**src/core/can_rx_pkg.sv**
```systemverilog
// Shared constants and types for the CAN receive FIFO and acceptance filter
package can_rx_pkg;

	// ****************************************
	// Storage geometry
	// ****************************************
	localparam int RX_DEPTH = 5;
	localparam int BUF_BYTES = 15;
	localparam int ID_BYTES = 4;
	localparam int BANK_BYTES = 8;
	localparam int FILTERS = 8;
	localparam int HIT_W = 3;
	localparam int PTR_W = 3;
	localparam int CNT_W = 3;
	localparam int IDX_W = 4;

	// ****************************************
	// Configuration write selects
	// ****************************************
	localparam int SEL_W = 5;
	localparam logic [4:0] SEL_VALUE_BASE = 5'h00;
	localparam logic [4:0] SEL_MASK_BASE = 5'h08;
	localparam logic [4:0] SEL_MODE = 5'h10;

	// ****************************************
	// Reset values
	// ****************************************
	localparam logic [7:0] VALUE_RST = 8'h00;
	localparam logic [7:0] MASK_RST = 8'h00;
	localparam logic [2:0] HIT_RST = 3'h0;

	typedef enum logic [1:0] {
		FILT_32 = 2'h0,
		FILT_16 = 2'h1,
		FILT_8 = 2'h2,
		FILT_CLOSED = 2'h3
	} filt_mode_t;

	localparam filt_mode_t MODE_RST = FILT_32;

	typedef enum logic [2:0] {
		ST_INIT = 3'b001,
		ST_IDLE = 3'b010,
		ST_FRAME = 3'b100
	} rx_state_t;

	// Byte written by the protocol engine into the background buffer
	typedef struct packed {
		logic en;
		logic [3:0] idx;
		logic [7:0] data;
	} bg_wr_t;

	// Frame boundary events from the protocol engine
	typedef struct packed {
		logic start;
		logic done;
		logic ok;
	} frame_evt_t;

	typedef logic [BANK_BYTES-1:0][7:0] bank_t;
	typedef logic [ID_BYTES-1:0][7:0] ident_t;

endpackage

```
**src/core/can_rx_fifo.sv**
```systemverilog
// Receive background buffer, five entry FIFO and foreground window
module can_rx_fifo (
	// Clock and reset
	input wire logic core_clk,
	input wire logic rst,
	// Protocol engine side
	input wire can_rx_pkg::bg_wr_t bg_wr,
	input wire can_rx_pkg::frame_evt_t frame,
	input wire logic tx_active,
	input wire logic arb_lost,
	input wire logic loopback,
	output logic ack_allow,
	output logic rx_event,
	output logic overrun_event,
	// Configuration
	input wire logic init_request,
	output logic init_acknowledge,
	input wire logic cfg_wr_en,
	input wire logic [can_rx_pkg::SEL_W-1:0] cfg_wr_sel,
	input wire logic [7:0] cfg_wr_data,
	// CPU foreground window
	input wire logic [can_rx_pkg::IDX_W-1:0] fg_rd_addr,
	input wire logic rx_flag_clear,
	output logic [7:0] fg_rd_data,
	output logic rx_full_flag,
	output logic [can_rx_pkg::HIT_W-1:0] filter_hit_index
);

	localparam logic [2:0] DEPTH = 3'(can_rx_pkg::RX_DEPTH);

	can_rx_pkg::rx_state_t state_q, state_d;
	logic init_ack_q;
	logic own_q;
	logic ack_allow_q;
	logic rx_event_q;
	logic overrun_q;
	logic flag_q;
	logic [2:0] hit_q;
	logic [7:0] rd_data_q;
	logic [2:0] cnt_q, cnt_d;
	logic [2:0] wr_ptr_q, rd_ptr_q;
	can_rx_pkg::filt_mode_t mode_q;
	can_rx_pkg::bank_t value_q, mask_q;
	logic [7:0] bg_q [can_rx_pkg::BUF_BYTES];
	logic [7:0] mem_q [can_rx_pkg::RX_DEPTH][can_rx_pkg::BUF_BYTES];
	logic [2:0] mem_hit_q [can_rx_pkg::RX_DEPTH];
	can_rx_pkg::ident_t ident;
	logic [can_rx_pkg::FILTERS-1:0] f_match;
	logic f_accept;
	logic [2:0] f_hit;
	logic eligible, accepted, full, push, pop, cfg_ok;

	function automatic logic [2:0] ptr_next(input logic [2:0] p);
		ptr_next = (p == DEPTH - 3'h1) ? 3'h0 : p + 3'h1;
	endfunction

	// ****************************************
	// Initialization handshake and frame tracking
	// ****************************************
	// Init is only entered between frames so a frame in flight is not torn
	always_comb begin
		state_d = state_q;
		unique case (state_q)
			can_rx_pkg::ST_INIT: begin
				if (!init_request) begin
					state_d = can_rx_pkg::ST_IDLE;
				end
			end
			can_rx_pkg::ST_IDLE: begin
				if (init_request) begin
					state_d = can_rx_pkg::ST_INIT;
				end else if (frame.start) begin
					state_d = can_rx_pkg::ST_FRAME;
				end
			end
			can_rx_pkg::ST_FRAME: begin
				if (frame.done) begin
					state_d = init_request ? can_rx_pkg::ST_INIT : can_rx_pkg::ST_IDLE;
				end
			end
			default: state_d = can_rx_pkg::ST_INIT;
		endcase
	end

	always_ff @(posedge core_clk or posedge rst) begin
		if (rst) begin
			state_q <= can_rx_pkg::ST_INIT;
			init_ack_q <= 1'b1;
		end else begin
			state_q <= state_d;
			init_ack_q <= (state_d == can_rx_pkg::ST_INIT);
		end
	end

	// Own frame marker; losing arbitration turns the node into a receiver
	always_ff @(posedge core_clk or posedge rst) begin
		if (rst) begin
			own_q <= 1'b0;
		end else if (arb_lost) begin
			own_q <= 1'b0;
		end else if (state_q == can_rx_pkg::ST_IDLE && frame.start) begin
			own_q <= tx_active;
		end
	end

	// Registered so the output comes from a flop; it trails the own marker by one cycle
	always_ff @(posedge core_clk or posedge rst) begin
		if (rst) begin
			ack_allow_q <= 1'b0;
		end else begin
			ack_allow_q <= !own_q || loopback;
		end
	end

	// ****************************************
	// Filter configuration
	// ****************************************
	assign cfg_ok = cfg_wr_en && init_ack_q;

	always_ff @(posedge core_clk or posedge rst) begin
		if (rst) begin
			mode_q <= can_rx_pkg::MODE_RST;
			value_q <= {can_rx_pkg::BANK_BYTES{can_rx_pkg::VALUE_RST}};
			mask_q <= {can_rx_pkg::BANK_BYTES{can_rx_pkg::MASK_RST}};
		end else if (cfg_ok) begin
			if (cfg_wr_sel == can_rx_pkg::SEL_MODE) begin
				mode_q <= can_rx_pkg::filt_mode_t'(cfg_wr_data[1:0]);
			end else if (cfg_wr_sel < can_rx_pkg::SEL_MASK_BASE) begin
				value_q[cfg_wr_sel[2:0]] <= cfg_wr_data;
			end else if (cfg_wr_sel < can_rx_pkg::SEL_MODE) begin
				mask_q[cfg_wr_sel[2:0]] <= cfg_wr_data;
			end
		end
	end

	// ****************************************
	// Background buffer
	// ****************************************
	// Kept apart from the FIFO so a new frame can land while software still reads
	always_ff @(posedge core_clk) begin
		if (bg_wr.en && state_q == can_rx_pkg::ST_FRAME && bg_wr.idx < 4'(can_rx_pkg::BUF_BYTES)) begin
			bg_q[bg_wr.idx] <= bg_wr.data;
		end
	end

	generate
		for (genvar i = 0; i < can_rx_pkg::ID_BYTES; i++) begin : g_id
			assign ident[i] = bg_q[i];
		end
	endgenerate

	can_rx_accept_filter i_can_rx_accept_filter (
		.mode(mode_q),
		.value(value_q),
		.mask(mask_q),
		.ident(ident),
		.match(f_match),
		.accept(f_accept),
		.hit_idx(f_hit)
	);

	// ****************************************
	// Push decision
	// ****************************************
	// Decision uses the count before any same cycle clear, so a full FIFO still drops
	assign eligible = frame.done && frame.ok && state_q == can_rx_pkg::ST_FRAME
		&& (!own_q || loopback);
	assign accepted = eligible && f_accept;
	assign full = (cnt_q == DEPTH);
	assign push = accepted && !full;
	assign pop = rx_flag_clear && cnt_q != 3'h0;

	always_comb begin
		cnt_d = cnt_q;
		if (push && !pop) begin
			cnt_d = cnt_q + 3'h1;
		end else if (pop && !push) begin
			cnt_d = cnt_q - 3'h1;
		end
	end

	// ****************************************
	// FIFO pointers and storage
	// ****************************************
	always_ff @(posedge core_clk or posedge rst) begin
		if (rst) begin
			cnt_q <= 3'h0;
			wr_ptr_q <= 3'h0;
			rd_ptr_q <= 3'h0;
		end else begin
			cnt_q <= cnt_d;
			if (push) begin
				wr_ptr_q <= ptr_next(wr_ptr_q);
			end
			if (pop) begin
				rd_ptr_q <= ptr_next(rd_ptr_q);
			end
		end
	end

	// Storage has no reset; only entries below the count are ever read
	always_ff @(posedge core_clk) begin
		if (push) begin
			for (int b = 0; b < can_rx_pkg::BUF_BYTES; b++) begin
				mem_q[wr_ptr_q][b] <= bg_q[b];
			end
			mem_hit_q[wr_ptr_q] <= f_hit;
		end
	end

	// ****************************************
	// Foreground window and events
	// ****************************************
	// Same cycle push and clear leave the count, so the set is never lost
	always_ff @(posedge core_clk or posedge rst) begin
		if (rst) begin
			flag_q <= 1'b0;
			hit_q <= can_rx_pkg::HIT_RST;
			rd_data_q <= 8'h00;
		end else begin
			flag_q <= (cnt_q != 3'h0);
			hit_q <= (cnt_q != 3'h0) ? mem_hit_q[rd_ptr_q] : can_rx_pkg::HIT_RST;
			if (cnt_q != 3'h0 && fg_rd_addr < 4'(can_rx_pkg::BUF_BYTES)) begin
				rd_data_q <= mem_q[rd_ptr_q][fg_rd_addr];
			end else begin
				rd_data_q <= 8'h00;
			end
		end
	end

	// One cycle pulses; masking belongs to the interrupt logic outside this block
	always_ff @(posedge core_clk or posedge rst) begin
		if (rst) begin
			rx_event_q <= 1'b0;
			overrun_q <= 1'b0;
		end else begin
			rx_event_q <= push;
			overrun_q <= accepted && full;
		end
	end

	assign init_acknowledge = init_ack_q;
	assign ack_allow = ack_allow_q;
	assign rx_event = rx_event_q;
	assign overrun_event = overrun_q;
	assign rx_full_flag = flag_q;
	assign filter_hit_index = hit_q;
	assign fg_rd_data = rd_data_q;
endmodule

```
**src/core/can_rx_accept_filter.sv**
```systemverilog
// Identifier acceptance filter: 32, 16 and 8 bit split and closed mode
module can_rx_accept_filter (
	// Configuration
	input wire can_rx_pkg::filt_mode_t mode,
	input wire can_rx_pkg::bank_t value,
	input wire can_rx_pkg::bank_t mask,
	// Identifier bytes of the frame
	input wire can_rx_pkg::ident_t ident,
	// Result
	output logic [can_rx_pkg::FILTERS-1:0] match,
	output logic accept,
	output logic [can_rx_pkg::HIT_W-1:0] hit_idx
);

	logic [can_rx_pkg::BANK_BYTES-1:0] byte_ok;

	// ****************************************
	// Per byte compare, mask bit 1 ignores the bit
	// ****************************************
	genvar g;
	generate
		for (g = 0; g < can_rx_pkg::BANK_BYTES; g++) begin : g_byte
			logic [7:0] sel;
			always_comb begin
				unique case (mode)
					can_rx_pkg::FILT_32: sel = ident[g % 4];
					can_rx_pkg::FILT_16: sel = ident[g % 2];
					default: sel = ident[0];
				endcase
			end
			assign byte_ok[g] = ~|((sel ^ value[g]) & ~mask[g]);
		end
	endgenerate

	always_comb begin
		match = '0;
		unique case (mode)
			can_rx_pkg::FILT_32: begin
				match[0] = &byte_ok[3:0];
				match[1] = &byte_ok[7:4];
			end
			can_rx_pkg::FILT_16: begin
				for (int f = 0; f < 4; f++) begin
					match[f] = &byte_ok[2*f +: 2];
				end
			end
			can_rx_pkg::FILT_8: match = byte_ok;
			can_rx_pkg::FILT_CLOSED: match = '0;
		endcase
	end

	// Lowest numbered matching filter is reported
	always_comb begin
		hit_idx = '0;
		for (int f = can_rx_pkg::FILTERS - 1; f >= 0; f--) begin
			if (match[f]) begin
				hit_idx = 3'(f);
			end
		end
	end

	assign accept = |match;

endmodule

```
**config.mk**
```make
export PLATFORM = sky130hd
export DESIGN_NAME = can_rx_fifo
export DESIGN_NICKNAME = d
export VERILOG_FILES = /design/src/core/can_rx_pkg.sv /design/src/core/can_rx_fifo.sv /design/src/core/can_rx_accept_filter.sv
export SDC_FILE = /design/constraint.sdc
export NUM_CORES = 1
export LEC_CHECK = 0
export BUFFER_PORTS_ARGS = -buffer_cell sky130_fd_sc_hd__buf_2
export CORE_MARGIN = 2
export CORE_UTILIZATION = 30
export CTS_CLUSTER_DIAMETER = 100
export CTS_CLUSTER_SIZE = 40
export DETAILED_ROUTE_END_ITERATION = 16
export PLACE_DENSITY = 0.56
export SLEW_MARGIN = 25
export SYNTH_ARGS = -nofsm -noshare
export SYNTH_HDL_FRONTEND = slang
export SYNTH_SLANG_ARGS = --single-unit
```
**constraint.sdc**
```tcl
create_clock -name core_clk -period 10.28 [get_ports core_clk]
set_input_delay 0.514 -clock core_clk [delete_from_list [all_inputs] [get_ports core_clk]]
set_output_delay 0.514 -clock core_clk [all_outputs]
set_load 0.02 [all_outputs]
```
* Yosys cells after proc, flatten, opt, wreduce, memory -nomap -nowiden *
Memories as Yosys holds them, arrays and structs flattened.
Index checks and enable logic that the tools add are counted.

word-level totals
  ROM bits = 0
  bits in writable memories = 735
  bits in registers = 159
  bits of input ports = 41
  memories = 3
  word-level logic and storage cells = 171
  latch bits = 0
  output and inout bits = 16

memory list
  name       words  width  read ports  clocked after memory_dff  wr ports  RTL line           RTL
  mem_q      5      120    1           0                         1         can_rx_fifo.sv:45  logic [7:0] mem_q [can_rx_pkg::RX_DEPTH][can_rx_pkg::BUF_BYTES];
  bg_q       15     8      15          0                         1         can_rx_fifo.sv:44  logic [7:0] bg_q [can_rx_pkg::BUF_BYTES];
  mem_hit_q  5      3      1           0                         1         can_rx_fifo.sv:46  logic [2:0] mem_hit_q [can_rx_pkg::RX_DEPTH];

operators by class
  multipliers = 0
  order comparisons = 7
  mux-type cells = 39
  bitwise logic cells = 27
  shift operators = 0
  reduce and logical (&&, ||, !) cells = 51
  equality and inequality tests = 11
  add/subtract/negate cells = 4
  divide/modulo/power cells = 0

operator list
  kind                   number
  $bwmux W64             2
  $reduce_or A8 Y1       9
  $and A8 B8 Y8          8
  $not A8 Y8             8
  $xor A8 B8 Y8          8
  $mux W3                17
  $mux W8                6
  $bmux W8 S4            1
  $demux W8 S3           1
  $pmux W8 S2            1
  $logic_and A1 B1 Y1    15
  $eq A3 B3 Y1 const B   4
  $logic_not A1 Y1       12
  $reduce_and A4 Y1      3
  $reduce_and A2 Y1      5
  $add A3 B1 Y3 const B  3
  $pmux W3 S3            1
  $lt A4 B4 Y1 const B   2
  $pmux W2 S4            1
  $eq A3 B1 Y1 const B   2
  $mux W1                6
  $eq A5 B5 Y1 const B   1
  $ge A5 B5 Y1 const B   1
  $lt A5 B4 Y1 const B   1
  other kinds (18)       21

* Depth between registers and ports, before layout *
  word-level depth = 16
  depth in mapped cells = 18
  depth with buffers taken out = 16

* Hierarchy *
Synthesis repeated with hierarchy kept, for this count alone.

unflattened totals
  cell total of the unflattened synthesis = 1,906
  area, all modules = 35,465.3 um2

by module, submodules not included
  module                times used  sequential area each (um2)  cells an instance  area each (um2)
  can_rx_fifo           1           26,052.5                    1,667              33,731.1
  can_rx_accept_filter  1           0.0                         239                1,734.2

* Worst setup path after synthesis *
OpenSTA, ideal clock, no wires.

  kind = reg-to-reg
  start point = reg mode_q[0]
  end point = mem mem_hit_q[2][0], enable pin
  path slack = 4,210 ps
  stages on the path, launching flop included = 13
  period minus slack after synthesis = 6,070 ps
  data arrival time = 5,576 ps
  buffers on the path = 1
  path through = dfrtp_1 inv_1 ha_1 buf_2 mux2i_1 xor2_1 o22ai_1 nor4_4 nand4_1 o31ai_1 a211oi_2 a31oi_4 and4_1

between the ends
  word-level cells in the longest chain between the ends = 14
  elaborated cells on any way between the ends = 46
  classes of those cells = eq/ne (3); mux (8); bitwise (12); reduce/logical (23)

ends and longest elaborated chain
  what                                                     RTL line                                                RTL
  from (decl)                                              can_rx_fifo.sv:42                                       can_rx_pkg::filt_mode_t mode_q;
  from (signal assigned)                                   can_rx_fifo.sv:122                                      mode_q <= can_rx_pkg::MODE_RST;
  from (signal assigned)                                   can_rx_fifo.sv:127                                      mode_q <= can_rx_pkg::filt_mode_t'(cfg_wr_data[1:0]);
  $eq A2 B1 Y1 / $logic_not A2 Y1 (equally long branches)  can_rx_accept_filter.sv:25, can_rx_accept_filter.sv:37
  $reduce_or A2 Y1 (no source line)                        -
  $mux W8                                                  can_rx_accept_filter.sv:25                              unique case (mode)
  $xor A8 B8 Y8                                            can_rx_accept_filter.sv:31                              assign byte_ok[g] = ~|((sel ^ value[g]) & ~mask[g]);
  $and A8 B8 Y8                                            can_rx_accept_filter.sv:31
  $reduce_or A8 Y1                                         can_rx_accept_filter.sv:31
  $logic_not A1 Y1                                         can_rx_accept_filter.sv:31
  $reduce_and A4 Y1, or another cell as far along          can_rx_accept_filter.sv:39                              match[0] = &byte_ok[3:0];
  $pmux W2 S4 / $pmux W2 S2 (equally long branches)        can_rx_accept_filter.sv:37                              unique case (mode)
  $reduce_or A8 Y1 *                                       can_rx_accept_filter.sv:62                              assign accept = |match;
  $logic_and A1 B1 Y1 *                                    can_rx_fifo.sv:168                                      assign accepted = eligible && f_accept;
  $logic_and A1 B1 Y1 *                                    can_rx_fifo.sv:170                                      assign push = accepted && !full;
  net push                                                 can_rx_fifo.sv:51                                       logic eligible, accepted, full, push, pop, cfg_ok;
  $mux W1 *                                                can_rx_fifo.sv:203                                      if (push) begin
  $mux W1 (not written as such) *                          can_rx_fifo.sv:207                                      mem_hit_q[wr_ptr_q] <= f_hit;
  to (decl)                                                can_rx_fifo.sv:46

The timed path passes the listed nets; every way through them passes the cells marked *.

* Worst setup path in the final report *
  start point = reg mode_q[1]
  end point = mem mem_q[4][38] (netlist bit), enable pin

between the ends
  word-level cells in the longest chain between the ends = 14
  elaborated cells on any way between the ends = 46
  classes of those cells = eq/ne (3); mux (8); bitwise (12); reduce/logical (23)

ends and longest elaborated chain
  what                                                     RTL line                                                RTL
  $eq A2 B1 Y1 / $logic_not A2 Y1 (equally long branches)  can_rx_accept_filter.sv:25, can_rx_accept_filter.sv:37
  $reduce_or A2 Y1 (no source line)                        -
  $mux W8                                                  can_rx_accept_filter.sv:25
  $xor A8 B8 Y8                                            can_rx_accept_filter.sv:31
  $and A8 B8 Y8                                            can_rx_accept_filter.sv:31
  $reduce_or A8 Y1                                         can_rx_accept_filter.sv:31
  $logic_not A1 Y1                                         can_rx_accept_filter.sv:31
  $reduce_and A4 Y1, or another cell as far along          can_rx_accept_filter.sv:39
  $pmux W2 S4 / $pmux W2 S2 (equally long branches)        can_rx_accept_filter.sv:37
  $reduce_or A8 Y1 *                                       can_rx_accept_filter.sv:62
  $logic_and A1 B1 Y1 *                                    can_rx_fifo.sv:168
  $logic_and A1 B1 Y1 *                                    can_rx_fifo.sv:170
  net push                                                 can_rx_fifo.sv:51
  $mux W1 *                                                can_rx_fifo.sv:203
  $mux W1 (not written as such) *                          can_rx_fifo.sv:205                                      mem_q[wr_ptr_q][b] <= bg_q[b];
  to (decl)                                                can_rx_fifo.sv:45

Marks and branches as above.

==> metrics <==
# setup viols final=0; Worst VDD drop=just under 200 uV; wire length on met1=approximately 36000 um; CTS H-Tree Depth=1; I/O Buffers=56; Placer Congestion=0.8346; final setup TNS=0 ns; Yosys reg bits=894; Power, Total=between 7 and 8 mW; Period Utilization, post-route=between 60% and 70%; sequential area share after synthesis=between 70% and 80%; EDFF count, synth=between 700 and 800; post-synth top area cell=edfxtp_1; Hold Vio Cnt, Final=0; number of iterations in the first detailed-routing pass=5; Max Slew Vio Count=0; CTS tree=done; YS warnings=0; leak pwr=between 10 and 15 nW; area grow syn2layout=8.684%; worst path required time=10.58 ns; via count=16496; Worst-Skew Late Latency=~0.66 ns; setup bufs post-CTS=0; outcome=complete, no violations; final cell count without fillers=3317; CTS root buf=clkbuf_16; synthesized area=35010 um2; grt ovf=0; Mean Syn Cell Area=~20 um2; Fin Hold WS=slightly above 0.08 ns; Worst-Margin Slew=between 1 and 1.5 ns; max-cap viol count=0; GRT Total Usage=about an eighth; initial DRC count=~1400; antenna violations before repair=6; f_max=between 0.15 and 0.2 GHz; Clock Sinks=approximately 900; Die X=~350 um; CP endpoint kind=flip-flop; layout cell share with drive strength beyond 1=between 20 and 30%; hold bufs inserted after CTS=2; Final nets=1824; placed insts=between 3000 and 4000; Power Density=just under 200 nW/um2; WL final=~79000 um; Min-Delay Path Class=input pin to flip-flop; DIE HEIGHT=~350 um; fill count=11027; Post-Route Skew=~0.027 ns; CTS buffer count=26; largest net degree at the start of global routing=94; Commonest cells post-synth=735 x edfxtp_1, 183 x mux4_2, 157 x dfrtp_1; Max Used Layer=met5; hpwl dp=around 49000 um; Top Ports=57; Gate Count Post-Synth=1729; first-pass GRT wire length=between 100000 and 150000 um; Area contributors post-synth=edfxtp_1 63%, mux4_2 12%, dfrtp_1 11%; Worst slew margin=30.24%; asr flop ratio synth=~18%; met2 wire len=38330 um; Antenna Violating Nets Remaining=0; count leader, synth=edfxtp_1; Cell Rows=125; crit path kind=flip-flop to flip-flop; Synth top area share=between 60 and 70%; Mapped Nets=roughly 1800; Period minus WS final=roughly 6.3 ns; critical path startpoint category=flip-flop; CP max FO=47; routed length on met3=roughly 3800 um; DR WL/cell=23.87 um; Max clock buf depth=3; Synth Flop Type=edfxtp_1; CP arrival=about 6.6 ns; die area=about 120000 um2; Via density=a little under 5; Cell variety after synth=61; RSZ-0062 raised after global routing=false; # resized after CTS=0; clock slew at reported path FFs=0.15 ns; Initial Util=between 30% and 40%; via count of the first global-routing pass=approximately 17000; drt drc=0; core area=between 100000 and 150000 um2
## path summary, 6_finish.rpt
path	end	depth (start not counted)	slack [ns]	start
max in group asynchronous	mask_q[1]	4	8.49	rst
max reg2reg	mem_q[4][38]	13	4.00	mode_q[1]
min	ack_allow	2	0.08	loopback
min reg2reg	mem_q[0][69]	0	0.52	bg_q[6][5]
min in group asynchronous	value_q[30]	3	0.55	rst
max	mem_q[4][38]	13	4.00	mode_q[1]
## critical path: stages, from the launching register on
cell and delay (ns):
dfrtp_1 0.42, inv_1 0.12, ha_1 0.54, or2_1 0.73
mux2i_1 0.44, mux2i_1 0.24, o2111a_1 0.27, nand4_1 0.11
nor4_1 0.46, a211oi_2 0.17, a31oi_4 0.36, and4_4 0.63
buf_4 0.62, buf_4 0.65
## registers in the layout, summed over array words and instances, names as in the netlist, 8 cells and up
signal	cells
mem_q	600
bg_q	120
mask_q	64
value_q	64
mem_hit_q	15
fg_rd_data	8
## layout by cell type (no fill, tap or decap), types with 18 or more instances in the layout
cell type,n
nor2b_1,47
o21ai_0,21
mux4_2,183
mux2_2,129
dfrtp_1,154
inv_1,19
o22ai_1,23
mux2i_1,67
xor2_1,21
buf_4,26
buf_2,55
edfxtp_1,735
clkbuf_16,26
xnor2_1,18
nand2_1,40
nor2_1,71
## where the power goes
group	total, mW	switching [mW]	internal, mW
combinational	1.62	0.789	0.835
clock	1.54	1.02	0.519
sequential	4.20	0.172	4.02
total	7.36	1.99	5.38
## final cells by class
class | count | area (um2) | area share, %
diodes | 1 | 2.502 | 0.006576
clock buffers | 42 | 710.7 | 1.868
clock inverters | 5 | 75.07 | 0.1973
inverters | 20 | 80.08 | 0.2104
multi-input cells | 743 | 8628 | 22.67
flip-flops and latches | 894 | 26060 | 68.49
well taps | 1524 | 1907 | 5.011
repair buffers | 88 | 588.1 | 1.545
## per-stage QoR
stage / instance area, um2 / setup WS [ns] / util, %
final: 38050 / 3.996 / 32.79
after global routing: 38050 / 3.567 / 32.79
after CTS: 38020 / 4.081 / 32.76
after detailed placement: 37210 / 4.105 / 32.07
after global placement: 37180 / 4.181 / 32.03
after floorplan: 35010 / 4.210 / -
## layer usage
layer  vias up  global-route usage, %
li1       6985                      -
met3        67                  1.684
met1      9048                  18.74
met5         -                      0
met2       392                  21.84
met4         4                  1.809
## cells by family after synthesis
family,after synthesis,share of synthesized area [%]
buffers and inverters,92,1.083
DFF,894,74.41
AOI/OAI and AO/OA,88,1.840
adders and majority gates,10,0.3788
xor gates and xnor gates,39,0.9756
and+or+nand+nor,223,3.263
muxes,383,18.05
No activity file was read; power rests on OpenSTA's default activity.
